<file path="src/dpr_map.svh">
// Register map, field values and timing counts of the power regulation block.
// Assumes APB byte addressing, one 32-bit word per register.
`ifndef DPR_MAP_SVH
`define DPR_MAP_SVH
// Register word indices; the byte address is four times the index
`define DPR_IDX_REG_CONFIG 8'h68
`define DPR_IDX_TARGET_CURRENT 8'h69
`define DPR_IDX_LOAD_MARGIN 8'h6B
`define DPR_IDX_UNLOAD_MARGIN 8'h6E
`define DPR_IDX_SUPPLY_LOW_LIMIT 8'h6F
`define DPR_IDX_DRIVER_CONDUCTANCE 8'h70
`define DPR_IDX_LOW_LIMIT_MODE 8'h71
`define DPR_IDX_INIT_DRIVER 8'h72
`define DPR_IDX_MAX_DROPOUT 8'h73
`define DPR_IDX_GUARD_TIME 8'h79
`define DPR_IDX_FDT_ENABLE 8'h7A
`define DPR_IDX_POST_RX_ENABLE 8'h7B
`define DPR_IDX_STATUS 8'h7C
`define DPR_RST_LOAD_MARGIN 8'h0A
`define DPR_RST_UNLOAD_MARGIN 8'h0A
`define DPR_RST_TARGET_CURRENT 16'h00C8
`define DPR_RST_MAX_DROPOUT 16'h0E10
`define DPR_RST_GUARD_TIME 8'h0A
`define DPR_RST_ENABLE 8'h01
`define DPR_RST_REG_CONFIG 8'h07
`define DPR_CONDUCTANCE_LIMIT 8'h14
`define DPR_MODE_DISABLED 8'h00
`define DPR_MODE_ON_RES 8'h01
`define DPR_MODE_PULSE_WIDTH 8'h02
`define DPR_ENABLE_ON 8'h01
`define DPR_CLOCK_HZ 20000000
`define DPR_GUARD_UNIT_NS 1000
`define DPR_CLOCK_PERIOD_NS 50
`define DPR_CYCLES_PER_US (`DPR_GUARD_UNIT_NS / `DPR_CLOCK_PERIOD_NS)
`define DPR_SUPPLY_MAX 8'hFF
`define DPR_SAFE_SUPPLY 8'h40
`endif

</file>
<file path="src/dpr_pkg.sv">
// Types of the power regulation block.
// Constants live in dpr_map.svh.
package dpr_pkg;
  typedef enum logic [2:0] {
    ST_IDLE = 3'b000,
    ST_PRE_REG = 3'b001,
    ST_PRE_GUARD = 3'b011,
    ST_POST_GUARD = 3'b010,
    ST_POST_REG = 3'b110
  } dpr_state_t;

  typedef struct packed {
    logic [7:0] load_current_margin;
    logic [7:0] unload_current_margin;
    logic [7:0] supply_low_limit;
    logic [7:0] driver_conductance;
    logic [7:0] low_limit_control_mode;
    logic [7:0] initial_driver_strength;
    logic [15:0] max_regulator_dropout;
    logic [7:0] regulation_guard_time;
    logic [7:0] frame_delay_regulation_enable;
    logic [7:0] post_receive_guard_enable;
    logic [2:0] reg_config;
    logic [15:0] target_current;
  } dpr_regs_t;

  typedef struct packed {
    dpr_regs_t regs;
    dpr_state_t state;
    logic [15:0] guard_cnt;
    logic [7:0] supply_setpoint;
    logic [7:0] driver_strength;
    logic [7:0] on_resistance_code;
    logic supply_stop;
    logic tx_start;
    logic reg_done;
    logic field_on_prev;
    logic pready;
    logic pslverr;
    logic [31:0] prdata;
  } dpr_state_all_t;
endpackage

</file>
<file path="src/dpr_top.sv">
// Dynamic power regulation of the transmitter supply, with APB register slave.
// Assumes all inputs but arst_n synchronous to clock; current and dropout measured elsewhere.
// Summary of operation
// - Current above target plus loading margin lowers the supply one step.
// - Current below target minus unloading margin raises the supply one step.
// - Loading and unloading margins are separate 8-bit milliampere values.
// - Conductance below 20 gives 10 ohm over setting plus one, else 0.5 ohm.
// - Low-limit mode: 0 disabled, 1 on-resistance, 2 pulse width, others reserved; mode 2 applies no limit here.
// - 8-bit supply low limit bounds the supply in on-resistance mode.
// - Field on loads the single driver strength output with the initial driver strength.
// - Dropout over threshold at first field on: safe level, or stop if bypassing.
// - Guard time is an 8-bit count of microseconds.
// - Regulation runs once before each transmit and once after each receive with the post-receive enable set.
// - Guard time passes between regulation done and transmit start.
// - Guard time passes between receive end and regulation start.
// - Guard time before transmit applies whatever the enables say.
// - Frame-delay enable: 0 disabled, 1 enabled, others reserved.
// - Post-receive enable: 0 disabled, 1 enabled, others reserved.
// - Target current is a 16-bit milliampere value.
// - Config bits 0, 1, 2 enable reader, active initiator, active target modes.
`timescale 1ns/10ps
`include "dpr_map.svh"
module dpr_top #(
  parameter int unsigned CYCLES_PER_US = `DPR_CYCLES_PER_US
) (
  input wire logic clock,
  input wire logic arst_n,
  input wire logic psel,
  input wire logic penable,
  input wire logic pwrite,
  input wire logic [11:0] paddr,
  input wire logic [31:0] pwdata,
  output logic [31:0] prdata,
  output logic pready,
  output logic pslverr,
  input wire logic [2:0] rf_mode,
  input wire logic field_on,
  input wire logic tx_request,
  input wire logic rx_end,
  input wire logic in_fdt,
  input wire logic boost_bypass,
  input wire logic [15:0] measured_current,
  input wire logic [15:0] regulator_dropout,
  output logic [7:0] supply_setpoint,
  output logic supply_stop,
  output logic [7:0] driver_strength,
  output logic [7:0] on_resistance_code,
  output logic tx_start,
  output logic reg_done
);
  logic rst_s1_q;
  logic rst_q;
  dpr_pkg::dpr_state_all_t s_q;
  dpr_pkg::dpr_state_all_t s_d;
  logic [8:0] word_idx;
  logic access;
  logic mode_en;
  logic reg_allowed;
  logic [16:0] upper_lim;
  logic [16:0] lower_lim;
  logic [7:0] floor_v;
  logic [16:0] guard_cycles;
  logic field_rise;

  always_ff @(posedge clock or negedge arst_n) begin
    if (!arst_n) begin
      rst_s1_q <= 1'b0;
      rst_q <= 1'b0;
    end else begin
      rst_s1_q <= 1'b1;
      rst_q <= rst_s1_q;
    end
  end

  // On-resistance code in 0.05 ohm units: 200 / (n+1), fixed 0.5 ohm from 20 up
  function automatic logic [7:0] conductance_code(input logic [7:0] n);
    logic [8:0] den;
    den = {1'b0, n} + 9'h001;
    if (n < `DPR_CONDUCTANCE_LIMIT) begin
      conductance_code = 8'(9'h0C8 / den);
    end else begin
      conductance_code = 8'h0A;
    end
  endfunction

  function automatic logic [15:0] guard_count(input logic [7:0] us);
    guard_count = 16'(32'(us) * CYCLES_PER_US);
  endfunction

  assign word_idx = 9'(paddr[11:2]);
  assign access = psel && penable;
  assign field_rise = field_on && !s_q.field_on_prev;
  // Per-mode enable
  assign mode_en = |(rf_mode & s_q.regs.reg_config);
  assign reg_allowed = mode_en && !(in_fdt && s_q.regs.frame_delay_regulation_enable != `DPR_ENABLE_ON);
  assign upper_lim = {1'b0, s_q.regs.target_current} + 17'(s_q.regs.load_current_margin);
  // Clamped at zero: a margin above the target must not wrap into an always-true raise
  assign lower_lim = (s_q.regs.target_current >= 16'(s_q.regs.unload_current_margin)) ?
    {1'b0, s_q.regs.target_current} - 17'(s_q.regs.unload_current_margin) : 17'h00000;
  // Floor applies only in on-resistance mode
  assign floor_v = (s_q.regs.low_limit_control_mode == `DPR_MODE_ON_RES) ? s_q.regs.supply_low_limit : 8'h00;
  assign guard_cycles = 17'(guard_count(s_q.regs.regulation_guard_time));

  always_comb begin
    s_d = s_q;
    s_d.tx_start = 1'b0;
    s_d.reg_done = 1'b0;
    s_d.pready = 1'b0;
    s_d.pslverr = 1'b0;
    s_d.field_on_prev = field_on;
    s_d.on_resistance_code = conductance_code(s_q.regs.driver_conductance);
    case (s_q.state)
      dpr_pkg::ST_IDLE: begin
        if (tx_request) begin
          s_d.state = dpr_pkg::ST_PRE_REG;
        end else if (rx_end && s_q.regs.post_receive_guard_enable == `DPR_ENABLE_ON) begin
          s_d.state = dpr_pkg::ST_POST_GUARD;
          s_d.guard_cnt = 16'h0000;
        end
      end
      dpr_pkg::ST_PRE_REG, dpr_pkg::ST_POST_REG: begin
        // One step per scheduled point avoids oscillation on a slow supply
        if (reg_allowed) begin
          if (17'(measured_current) > upper_lim && s_q.supply_setpoint > floor_v) begin
            s_d.supply_setpoint = s_q.supply_setpoint - 8'h01;
          end else if (17'(measured_current) < lower_lim && s_q.supply_setpoint != `DPR_SUPPLY_MAX) begin
            s_d.supply_setpoint = s_q.supply_setpoint + 8'h01;
          end
        end
        s_d.reg_done = 1'b1;
        s_d.guard_cnt = 16'h0000;
        // Guard before transmit regardless of enables
        s_d.state = (s_q.state == dpr_pkg::ST_PRE_REG) ? dpr_pkg::ST_PRE_GUARD : dpr_pkg::ST_IDLE;
      end
      dpr_pkg::ST_PRE_GUARD: begin
        if (17'(s_q.guard_cnt) + 17'h00001 >= guard_cycles) begin
          s_d.tx_start = 1'b1;
          s_d.state = dpr_pkg::ST_IDLE;
        end else begin
          s_d.guard_cnt = s_q.guard_cnt + 16'h0001;
        end
      end
      dpr_pkg::ST_POST_GUARD: begin
        if (17'(s_q.guard_cnt) + 17'h00001 >= guard_cycles) begin
          s_d.state = dpr_pkg::ST_POST_REG;
        end else begin
          s_d.guard_cnt = s_q.guard_cnt + 16'h0001;
        end
      end
      default: s_d.state = dpr_pkg::ST_IDLE;
    endcase
    // Field rising edge: initial drivers and dropout check
    // Placed after the regulation step so the safe level wins in a shared cycle
    if (field_rise) begin
      s_d.driver_strength = s_q.regs.initial_driver_strength;
      s_d.supply_stop = 1'b0;
      if (regulator_dropout > s_q.regs.max_regulator_dropout) begin
        if (boost_bypass) begin
          s_d.supply_stop = 1'b1;
        end else begin
          s_d.supply_setpoint = `DPR_SAFE_SUPPLY;
        end
      end
    end
    // APB: single-cycle wait, answer one cycle after access phase begins
    if (access && !s_q.pready) begin
      s_d.pready = 1'b1;
      s_d.prdata = 32'h0000_0000;
      case (word_idx)
        9'(`DPR_IDX_REG_CONFIG): begin
          if (pwrite) s_d.regs.reg_config = pwdata[2:0];
          s_d.prdata = 32'(s_q.regs.reg_config);
        end
        9'(`DPR_IDX_TARGET_CURRENT): begin
          if (pwrite) s_d.regs.target_current = pwdata[15:0];
          s_d.prdata = 32'(s_q.regs.target_current);
        end
        9'(`DPR_IDX_LOAD_MARGIN): begin
          if (pwrite) s_d.regs.load_current_margin = pwdata[7:0];
          s_d.prdata = 32'(s_q.regs.load_current_margin);
        end
        9'(`DPR_IDX_UNLOAD_MARGIN): begin
          if (pwrite) s_d.regs.unload_current_margin = pwdata[7:0];
          s_d.prdata = 32'(s_q.regs.unload_current_margin);
        end
        9'(`DPR_IDX_SUPPLY_LOW_LIMIT): begin
          if (pwrite) s_d.regs.supply_low_limit = pwdata[7:0];
          s_d.prdata = 32'(s_q.regs.supply_low_limit);
        end
        9'(`DPR_IDX_DRIVER_CONDUCTANCE): begin
          if (pwrite) s_d.regs.driver_conductance = pwdata[7:0];
          s_d.prdata = 32'(s_q.regs.driver_conductance);
        end
        9'(`DPR_IDX_LOW_LIMIT_MODE): begin
          if (pwrite) s_d.regs.low_limit_control_mode = pwdata[7:0];
          s_d.prdata = 32'(s_q.regs.low_limit_control_mode);
        end
        9'(`DPR_IDX_INIT_DRIVER): begin
          if (pwrite) s_d.regs.initial_driver_strength = pwdata[7:0];
          s_d.prdata = 32'(s_q.regs.initial_driver_strength);
        end
        9'(`DPR_IDX_MAX_DROPOUT): begin
          if (pwrite) s_d.regs.max_regulator_dropout = pwdata[15:0];
          s_d.prdata = 32'(s_q.regs.max_regulator_dropout);
        end
        9'(`DPR_IDX_GUARD_TIME): begin
          if (pwrite) s_d.regs.regulation_guard_time = pwdata[7:0];
          s_d.prdata = 32'(s_q.regs.regulation_guard_time);
        end
        9'(`DPR_IDX_FDT_ENABLE): begin
          if (pwrite) s_d.regs.frame_delay_regulation_enable = pwdata[7:0];
          s_d.prdata = 32'(s_q.regs.frame_delay_regulation_enable);
        end
        9'(`DPR_IDX_POST_RX_ENABLE): begin
          if (pwrite) s_d.regs.post_receive_guard_enable = pwdata[7:0];
          s_d.prdata = 32'(s_q.regs.post_receive_guard_enable);
        end
        9'(`DPR_IDX_STATUS): begin
          s_d.prdata = {12'h000, s_q.supply_stop, s_q.on_resistance_code, s_q.supply_setpoint, s_q.state};
          s_d.pslverr = pwrite;
        end
        default: s_d.pslverr = 1'b1;
      endcase
    end
  end

  always_ff @(posedge clock or negedge rst_q) begin
    if (!rst_q) begin
      s_q <= '0;
      s_q.regs.load_current_margin <= `DPR_RST_LOAD_MARGIN;
      s_q.regs.unload_current_margin <= `DPR_RST_UNLOAD_MARGIN;
      s_q.regs.target_current <= `DPR_RST_TARGET_CURRENT;
      s_q.regs.max_regulator_dropout <= `DPR_RST_MAX_DROPOUT;
      s_q.regs.regulation_guard_time <= `DPR_RST_GUARD_TIME;
      s_q.regs.frame_delay_regulation_enable <= `DPR_RST_ENABLE;
      s_q.regs.post_receive_guard_enable <= `DPR_RST_ENABLE;
      s_q.regs.reg_config <= 3'(`DPR_RST_REG_CONFIG);
      s_q.supply_setpoint <= `DPR_SUPPLY_MAX;
      s_q.state <= dpr_pkg::ST_IDLE;
    end else begin
      s_q <= s_d;
    end
  end

  assign prdata = s_q.prdata;
  assign pready = s_q.pready;
  assign pslverr = s_q.pslverr;
  assign supply_setpoint = s_q.supply_setpoint;
  assign supply_stop = s_q.supply_stop;
  assign driver_strength = s_q.driver_strength;
  assign on_resistance_code = s_q.on_resistance_code;
  assign tx_start = s_q.tx_start;
  assign reg_done = s_q.reg_done;

  // Step checks leave out a field rise, which takes the supply over that cycle
  a_step_down: assert property (@(posedge clock) disable iff (!rst_q)
    ((s_q.state == dpr_pkg::ST_PRE_REG || s_q.state == dpr_pkg::ST_POST_REG) && reg_allowed
     && 17'(measured_current) > upper_lim && s_q.supply_setpoint > floor_v && !field_rise)
    |=> supply_setpoint == $past(supply_setpoint) - 8'h01)
    else $error("Supply not lowered on overload");
  a_step_up: assert property (@(posedge clock) disable iff (!rst_q)
    ((s_q.state == dpr_pkg::ST_PRE_REG || s_q.state == dpr_pkg::ST_POST_REG) && reg_allowed
     && 17'(measured_current) < lower_lim && 17'(measured_current) <= upper_lim && supply_setpoint != 8'hFF
     && !field_rise) |=> supply_setpoint == $past(supply_setpoint) + 8'h01)
    else $error("Supply not raised on unload");
  a_floor_kept: assert property (@(posedge clock) disable iff (!rst_q)
    supply_setpoint < $past(supply_setpoint) && !$past(field_rise) |-> supply_setpoint >= $past(floor_v))
    else $error("Supply below low limit");
  // Independent of the floor signal: reads the low-limit registers directly
  a_floor_on_res: assert property (@(posedge clock) disable iff (!rst_q)
    (s_q.state == dpr_pkg::ST_PRE_REG || s_q.state == dpr_pkg::ST_POST_REG) && !field_rise
    && s_q.regs.low_limit_control_mode == 8'h01 && supply_setpoint <= s_q.regs.supply_low_limit
    |=> supply_setpoint >= $past(supply_setpoint))
    else $error("Supply lowered below on-resistance limit");
  a_pulse_no_floor: assert property (@(posedge clock) disable iff (!rst_q)
    (s_q.state == dpr_pkg::ST_PRE_REG || s_q.state == dpr_pkg::ST_POST_REG) && !field_rise
    && s_q.regs.low_limit_control_mode == 8'h02 && reg_allowed && 17'(measured_current) > upper_lim
    && supply_setpoint != 8'h00 |=> supply_setpoint == $past(supply_setpoint) - 8'h01)
    else $error("Low limit applied outside on-resistance mode");
  a_init_drive: assert property (@(posedge clock) disable iff (!rst_q)
    field_rise |=> driver_strength == $past(s_q.regs.initial_driver_strength))
    else $error("Driver not loaded at field on");
  a_dropout_stop: assert property (@(posedge clock) disable iff (!rst_q)
    field_rise && regulator_dropout > s_q.regs.max_regulator_dropout && boost_bypass |=> supply_stop)
    else $error("Supply not stopped on dropout");
  a_dropout_safe: assert property (@(posedge clock) disable iff (!rst_q)
    field_rise && regulator_dropout > s_q.regs.max_regulator_dropout && !boost_bypass
    |=> supply_setpoint == `DPR_SAFE_SUPPLY && !supply_stop)
    else $error("Supply not lowered to safe level on dropout");
  a_stop_held: assert property (@(posedge clock) disable iff (!rst_q)
    supply_stop && !field_rise |=> supply_stop)
    else $error("Supply stop dropped without a new field on");
  a_cond_high: assert property (@(posedge clock) disable iff (!rst_q)
    s_q.regs.driver_conductance >= 8'h14 |=> on_resistance_code == 8'h0A)
    else $error("Wrong fixed conductance");
  a_cond_low: assert property (@(posedge clock) disable iff (!rst_q)
    s_q.regs.driver_conductance < 8'h14
    |=> on_resistance_code == 8'hC8 / ($past(s_q.regs.driver_conductance) + 8'h01))
    else $error("Wrong scaled conductance");
  // One pulse per scheduled point; a held pulse would start two transfers
  a_one_reg: assert property (@(posedge clock) disable iff (!rst_q)
    reg_done |=> !reg_done)
    else $error("Regulation ran twice in a row");
  a_one_tx: assert property (@(posedge clock) disable iff (!rst_q)
    tx_start |=> !tx_start)
    else $error("Transmit start longer than one cycle");
  a_one_step: assert property (@(posedge clock) disable iff (!rst_q)
    $changed(supply_setpoint) && !$past(field_rise)
    |-> $past(s_q.state == dpr_pkg::ST_PRE_REG || s_q.state == dpr_pkg::ST_POST_REG)
    && (supply_setpoint == $past(supply_setpoint) + 8'h01 || supply_setpoint == $past(supply_setpoint) - 8'h01))
    else $error("Supply moved outside a single scheduled step");
  // Guard checks pin the full-rate setting and the short one used in quick runs
  a_tx_guard: assert property (@(posedge clock) disable iff (!rst_q)
    reg_done && s_q.state == dpr_pkg::ST_PRE_GUARD && s_q.regs.regulation_guard_time == 8'h01
    && CYCLES_PER_US == 20 |-> ##20 tx_start)
    else $error("Transmit start not after guard time");
  a_tx_guard_short: assert property (@(posedge clock) disable iff (!rst_q)
    reg_done && s_q.state == dpr_pkg::ST_PRE_GUARD && guard_cycles == 17'h00006
    |-> !tx_start [*6] ##1 tx_start)
    else $error("Transmit start not after short guard time");
  a_rx_guard: assert property (@(posedge clock) disable iff (!rst_q)
    s_q.state == dpr_pkg::ST_IDLE && !tx_request && rx_end && s_q.regs.post_receive_guard_enable == 8'h01
    && guard_cycles == 17'h00006 |=> !reg_done [*7] ##1 reg_done)
    else $error("Regulation after receive not after guard time");
  a_rx_off: assert property (@(posedge clock) disable iff (!rst_q)
    s_q.state == dpr_pkg::ST_IDLE && !tx_request && rx_end && s_q.regs.post_receive_guard_enable != 8'h01
    |=> s_q.state == dpr_pkg::ST_IDLE)
    else $error("Regulation started with post-receive guard disabled");
  // Regulation skipped when disabled for the frame delay or the current mode
  a_fdt_off: assert property (@(posedge clock) disable iff (!rst_q)
    (s_q.state == dpr_pkg::ST_PRE_REG || s_q.state == dpr_pkg::ST_POST_REG) && in_fdt
    && s_q.regs.frame_delay_regulation_enable != 8'h01 && !field_rise |=> $stable(supply_setpoint))
    else $error("Regulation ran in frame delay time while disabled");
  a_mode_off: assert property (@(posedge clock) disable iff (!rst_q)
    (s_q.state == dpr_pkg::ST_PRE_REG || s_q.state == dpr_pkg::ST_POST_REG)
    && (rf_mode & s_q.regs.reg_config) == 3'h0 && !field_rise |=> $stable(supply_setpoint))
    else $error("Regulation ran in a disabled mode");
  // Bus answers in the cycle after the access phase starts
  a_apb_wait: assert property (@(posedge clock) disable iff (!rst_q)
    psel && penable && !pready |=> pready)
    else $error("APB answer late");
endmodule

</file>
<file path="config.mk">
export PLATFORM = sky130hd
export DESIGN_NAME = dpr_top
export DESIGN_NICKNAME = d
export VERILOG_FILES = /design/src/dpr_pkg.sv /design/src/dpr_top.sv
export VERILOG_INCLUDE_DIRS = /design/src
export SDC_FILE = /design/constraint.sdc
export NUM_CORES = 1
export LEC_CHECK = 0
export ABC_AREA = 1
export BUFFER_PORTS_ARGS = -buffer_cell sky130_fd_sc_hd__clkbuf_2
export CAP_MARGIN = 20
export CORE_AREA = 2 2 161 163
export CTS_CLUSTER_DIAMETER = 80
export DETAILED_ROUTE_END_ITERATION = 10
export DIE_AREA = 0 0 163 165
export PLACE_DENSITY_LB_ADDON = 0.08
export SLEW_MARGIN = 10
export SYNTH_ARGS = -nofsm -noshare
export SYNTH_HDL_FRONTEND = slang
export SYNTH_SLANG_ARGS = --single-unit
</file>
<file path="constraint.sdc">
create_clock -name clock -period 6.8 [get_ports clock]
set_clock_uncertainty 0.1 [all_clocks]
set_input_delay 0 -clock clock [delete_from_list [all_inputs] [get_ports clock]]
set_output_delay 0 -clock clock [all_outputs]
set_load 0.02 [all_outputs]
</file>
# Word level (Yosys, flattened, before mapping)
# Index checks and enable logic that the tools add are counted.
word_totals:
  regBits: 190
  latch_bits: 0
  ram_bits: 0
  mem_bits_ro: 0
  inputBits: 89
  output_inout_bits: 61
  memories: 0
classes:
  addsub: 7
  multipliers: 1
  n_div: 1
  magnitude_cmp: 7
  n_eq_ne: 27
  shift: 0
  n_mux: 27
  bitwise_logic: 1
  reduce_logical: 31
ops:
  columns: ["op", "n"]
  rows:
  - ["$pmux 20 s13", 1]
  - ["$eq 9x7->1 const B", 13]
  - ["$mux 8", 8]
  - ["$mux 16", 3]
  - ["$pmux 16 s3", 1]
  - ["$reduce_and 3->1", 13]
  - ["$mux 34", 1]
  - ["$mux 19", 1]
  - ["$add 16x1->17 const B", 1]
  - ["$add 16x8->17", 1]
  - ["$ge 17x13->1", 1]
  - ["$gt 16x17->1", 1]
  - ["$lt 16x17->1", 1]
  - ["$mux 17", 1]
  - ["$sub 16x8->17", 1]
  - ["$add 16x1->16 const B", 1]
  - ["$eq 8x1->1 const B", 2]
  - ["$ge 16x8->1", 1]
  - ["$gt 16x16->1", 1]
  - ["$pmux 3 s4", 1]
  - ["$reduce_or 12->1", 1]
  - ["$mul 8x3->11 const B", 1]
  - ["$ne 2x2->1 const B", 5]
  - ["$add 8x1->9 const B", 1]
  - ["other kinds (23)", 40]

# Longest topological paths before layout
depth:
  depth_word: 11
  mapped_depth: 79
  mapped_depth_nobuf: 78

# Least setup slack after synthesis
# No wires, ideal clock.
synth_timing:
  kind: "reg2reg"
  start: "register s_q[156] in the netlist's numbering"
  end: "register s_q (netlist bit on_resistance_code[0])"
  setup_ns: 0.120
  arrival_ns: 9.790
  setup_slack_ns: -3.209
  stages_incl_launch_ff: 74
  cell_sequence: "dfrtp_1 ha_1 nand3_2 xor2_1 nand2_1 nor2_1 nand2_4 nor2_2 inv_1 ha_1 nor2_1 nor2_1 nor2_1 nor2_1 nand2_2 o21a_1 ha_1 a21oi_1 (+38 left out) inv_1 o221ai_1 nand2_1 nand2_1 nand2_1 buf_2 nand2_1 o21ai_0 ha_1 a21oi_1 nand3_1 a21o_1 a21oi_1 o21ai_0 a21oi_1 nor2_1 o21ai_0 inv_1"
synth_rtl:
  columns: ["element", "line_no", "rtl"]
  rows:
  - ["from (decl)", "dpr_top.sv:53", "dpr_pkg::dpr_state_all_t s_q;"]

==> metrics <==
status complete, but fails checks; failing checks setup timing; fill count 2187; total of max-cap violations 0; final worst path period need 9.24 ns; share of cells above drive strength 1 0.236; cell area after synthesis 13700 µm²; Core Region 25000 µm²; Hold Path Origin pwdata[3]; hold_ws 0.0297 ns; FF-to-FF End on_resistance_code[0]$_DFF_PN0_; Synth Register Bits 178; Synth area leader dfrtp_1; largest net degree at the start of global routing 70; worst vdd ir 0.738 mV; Worst path depth between 70 and 80; CP startpoint s_q[156]$_DFFE_PN0P_; register area share after synthesis 0.328; Worst R2R Path Depth 75; Die Width 163 µm; max-slew violation count 0; most frequent CP cell nand2_2; CTS Buf Count 17; WL final 41000 µm; register cell area after layout 4490 µm²; unrepaired setup endpoints after global routing yes; post-synth top area share 0.278; io pins 150; CP Capture Type flip-flop; Core Util, Final 0.664; vias in the first global route 12.4k; Area after DPL 15200 µm²; die height between 150 and 200 µm; Static Leak approximately 8.2 nW; Max stage delay on crit path 0.44 ns; Final ANT Viol Nets 0; area grow syn2layout 21.6%; Critical Path RT roughly 7 ns; asr flop ratio synth 1.00; Commonest cells post-synth 446 x nand2_1, 211 x inv_1, 155 x o21ai_0; grt total ovfl 0; crit path DAT 9.47 ns; DRC 0; Sink Count 178; Cells after Synth 1822; kind of critical path flip-flop to flip-flop; Cell variety after synth 58; routed vias about 13k; dpl hpwl just over 30000 µm; Initial Utilization 0.546; mean post-synth cell area 7.50 µm²; R2R Setup Slk -2.44 ns; top_reg_cell synth dfrtp_1; multi-input logic area 8250 µm²; delay-heaviest family, CP simple AND/OR/NAND/NOR gates; Final WS setup -2.44 ns; CP bufs+invs 13; clock share of power 0.193; initial antenna violation count 0; Worst Hold Class primary input to flip-flop; power share of the combinational group 0.587; CP max-delay cell dfrtp_2; Worst setup SP type flip-flop; final setup fails 3; Std-Cell Rows a little under 60; clock tree buffer depth 2; vias per cell between 5 and 6; Fmax 0.108 GHz; Ys Warns 0; Clock Tree Root clkbuf_16; worst reg2reg path startpoint s_q[156]$_DFFE_PN0P_; H-tree level count 4; Initial DRC Count 905; first-pass iteration count of the detailed router 6; Synth area leaders dfrtp_1 28%, ha_1 12%, nand2_1 12%, inv_1 5.8%, o21ai_0 5.7%; Post-synth EDFFs 0; crit path to on_resistance_code[0]$_DFF_PN0_; Routed WL per cell 17.2 µm; NetSw 0.00211 W; first-pass GRT wire length ~65000 µm; switch share 0.405; Placer Congestion about 0.94; post-route clock period utilization 1.36; fin nets 2270; Buffers on Ports 118; part of the power in registers 0.220; cell area after layout 16600 µm²; Worst-path clk slew 0.08 ns; crit-path max FO 6; insertion delay to the later sink of the worst-skew pair ~0.44 ns; TritonCTS clock tree yes; Final Hold Viols 0; cell with the most instances after synthesis nand2_1; Int Power 0.00310 W; Cell Pwr Density 314 nW/µm²; Tightest Pin Transition between 1 and 1.5 ns; ANT cells 0; setup TNS -4.15 ns; All-Layer GR Usage 0.308; Max-slew headroom 0.277; DIE AREA 26900 µm²
per-layer routing:
layer,global-route usage,wire length (µm)
met1,0.397,17500
met2,0.538,20200
met3,0.0337,2120
met4,0.105,1260
met5,0,0
logic make-up (layout without fill, tap and decap cells):
group	count (synthesis)	after routing	share of synthesized area
flip-flops	178	178	0.328
other	2	14	0.000550
XOR/XNOR	43	43	0.0276
AND/OR/NAND/NOR	798	799	0.263
buffers and inverters	327	547	0.108
adder cells (fa/ha/maj)	139	139	0.129
AO/OA/AOI/OAI	335	335	0.144
how the worst min path moves through the flow:
stage | to | slack (ns) | depth (start not counted)
floorplan | rst_q$_DFF_PN0_ | -0.40 | 0
global placement | rst_s1_q$_DFF_PN0_ | -0.31 | 1
detailed placement | rst_s1_q$_DFF_PN0_ | -0.31 | 1
CTS | s_q[127]$_DFFE_PN0P_ | 0.04 | 3
global route | s_q[122]$_DFFE_PN0P_ | 0.06 | 3
finish | s_q[167]$_DFFE_PN0P_ | 0.03 | 3
cell usage in the layout, fill, tap and decap left out, types with 5 or more instances in the layout:
cell type,instances
a221oi_1,29
nor3_1,22
nor3_2,7
o21ai_0,149
inv_2,13
nor2_2,10
nor4_1,9
dfrtp_1,149
dlygate4sd3_1,18
or2_2,12
buf_4,142
ha_4,15
xor2_1,29
clkinv_8,5
inv_1,206
xnor2_1,11
a211oi_1,7
o22ai_1,8
o21bai_1,10
conb_1,14
a21o_1,5
buf_6,10
nor2_4,5
dfstp_2,26
clkbuf_2,118
nand3_4,5
nor2_1,106
o21ai_1,19
clkbuf_16,17
ha_1,121
nand2_1,423
o21ai_2,5
nand4_1,31
nand3_1,97
nand3_2,12
a21oi_2,8
a21oi_1,65
nand2_4,14
nand2_2,30
power groups by stage:
stage | sequential, W | clock, W | combinational [W]
CTS | 0.00115 | 0.00102 | 0.00274
finish | 0.00115 | 0.00101 | 0.00306
floorplan | 0.00117 | 0 | 0.00158
detailed placement | 0.00117 | 0 | 0.00243
global placement | 0.00117 | 0 | 0.00240
global route | 0.00115 | 0.00107 | 0.00339
stage by stage:
step                worst slack, ns  instances  total power (W)
floorplan                     -2.63       1834          0.00274
global placement              -2.34       2302          0.00357
detailed placement            -2.70       2303          0.00360
CTS                           -2.44       2376          0.00490
global route                  -3.23       2385          0.00561
finish                        -2.44       2385          0.00521
flip-flops by register name, summed over array words and instances (netlist names):
| register | cells |
|---|---|
| driver_strength | 8 |
| on_resistance_code | 8 |
| prdata | 20 |
| pready | 1 |
| pslverr | 1 |
| reg_done | 1 |
| rst_q | 1 |
| rst_s1_q | 1 |
| s_q | 127 |
| supply_setpoint | 8 |
| supply_stop | 1 |
| tx_start | 1 |
area by class of cell:
cell class | instances | area share
Multi-Input combinational cell | 1330 | 0.496
Sequential cell | 178 | 0.270
Timing Repair Buffer | 292 | 0.121
Inverter | 223 | 0.0507
Clock buffer | 17 | 0.0256
Tap cell | 330 | 0.0248
Clock inverter | 15 | 0.0108
what timing repair did:
item / 4_1_cts / 5_1_grt
setup buffers: 22 / 7
hold buffers: 18 / 0
pin swaps: 33 / 39
setup endpoints to repair: 3 / 3
endpoints found under the hold margin: 42 / 0
resized for setup: 36 / 45
gates cloned: 1 / 0
worst reg2reg max path, delay by kind of cell, from the launching register on:
family	cells	cell delay [ns]
simple gates	35	2.83
compound gates	18	2.43
fa+ha+maj	8	1.98
buf+inv	13	1.16
flops	1	0.44
xor+xnor	1	0.17
Power figures use the tool's default switching activity.
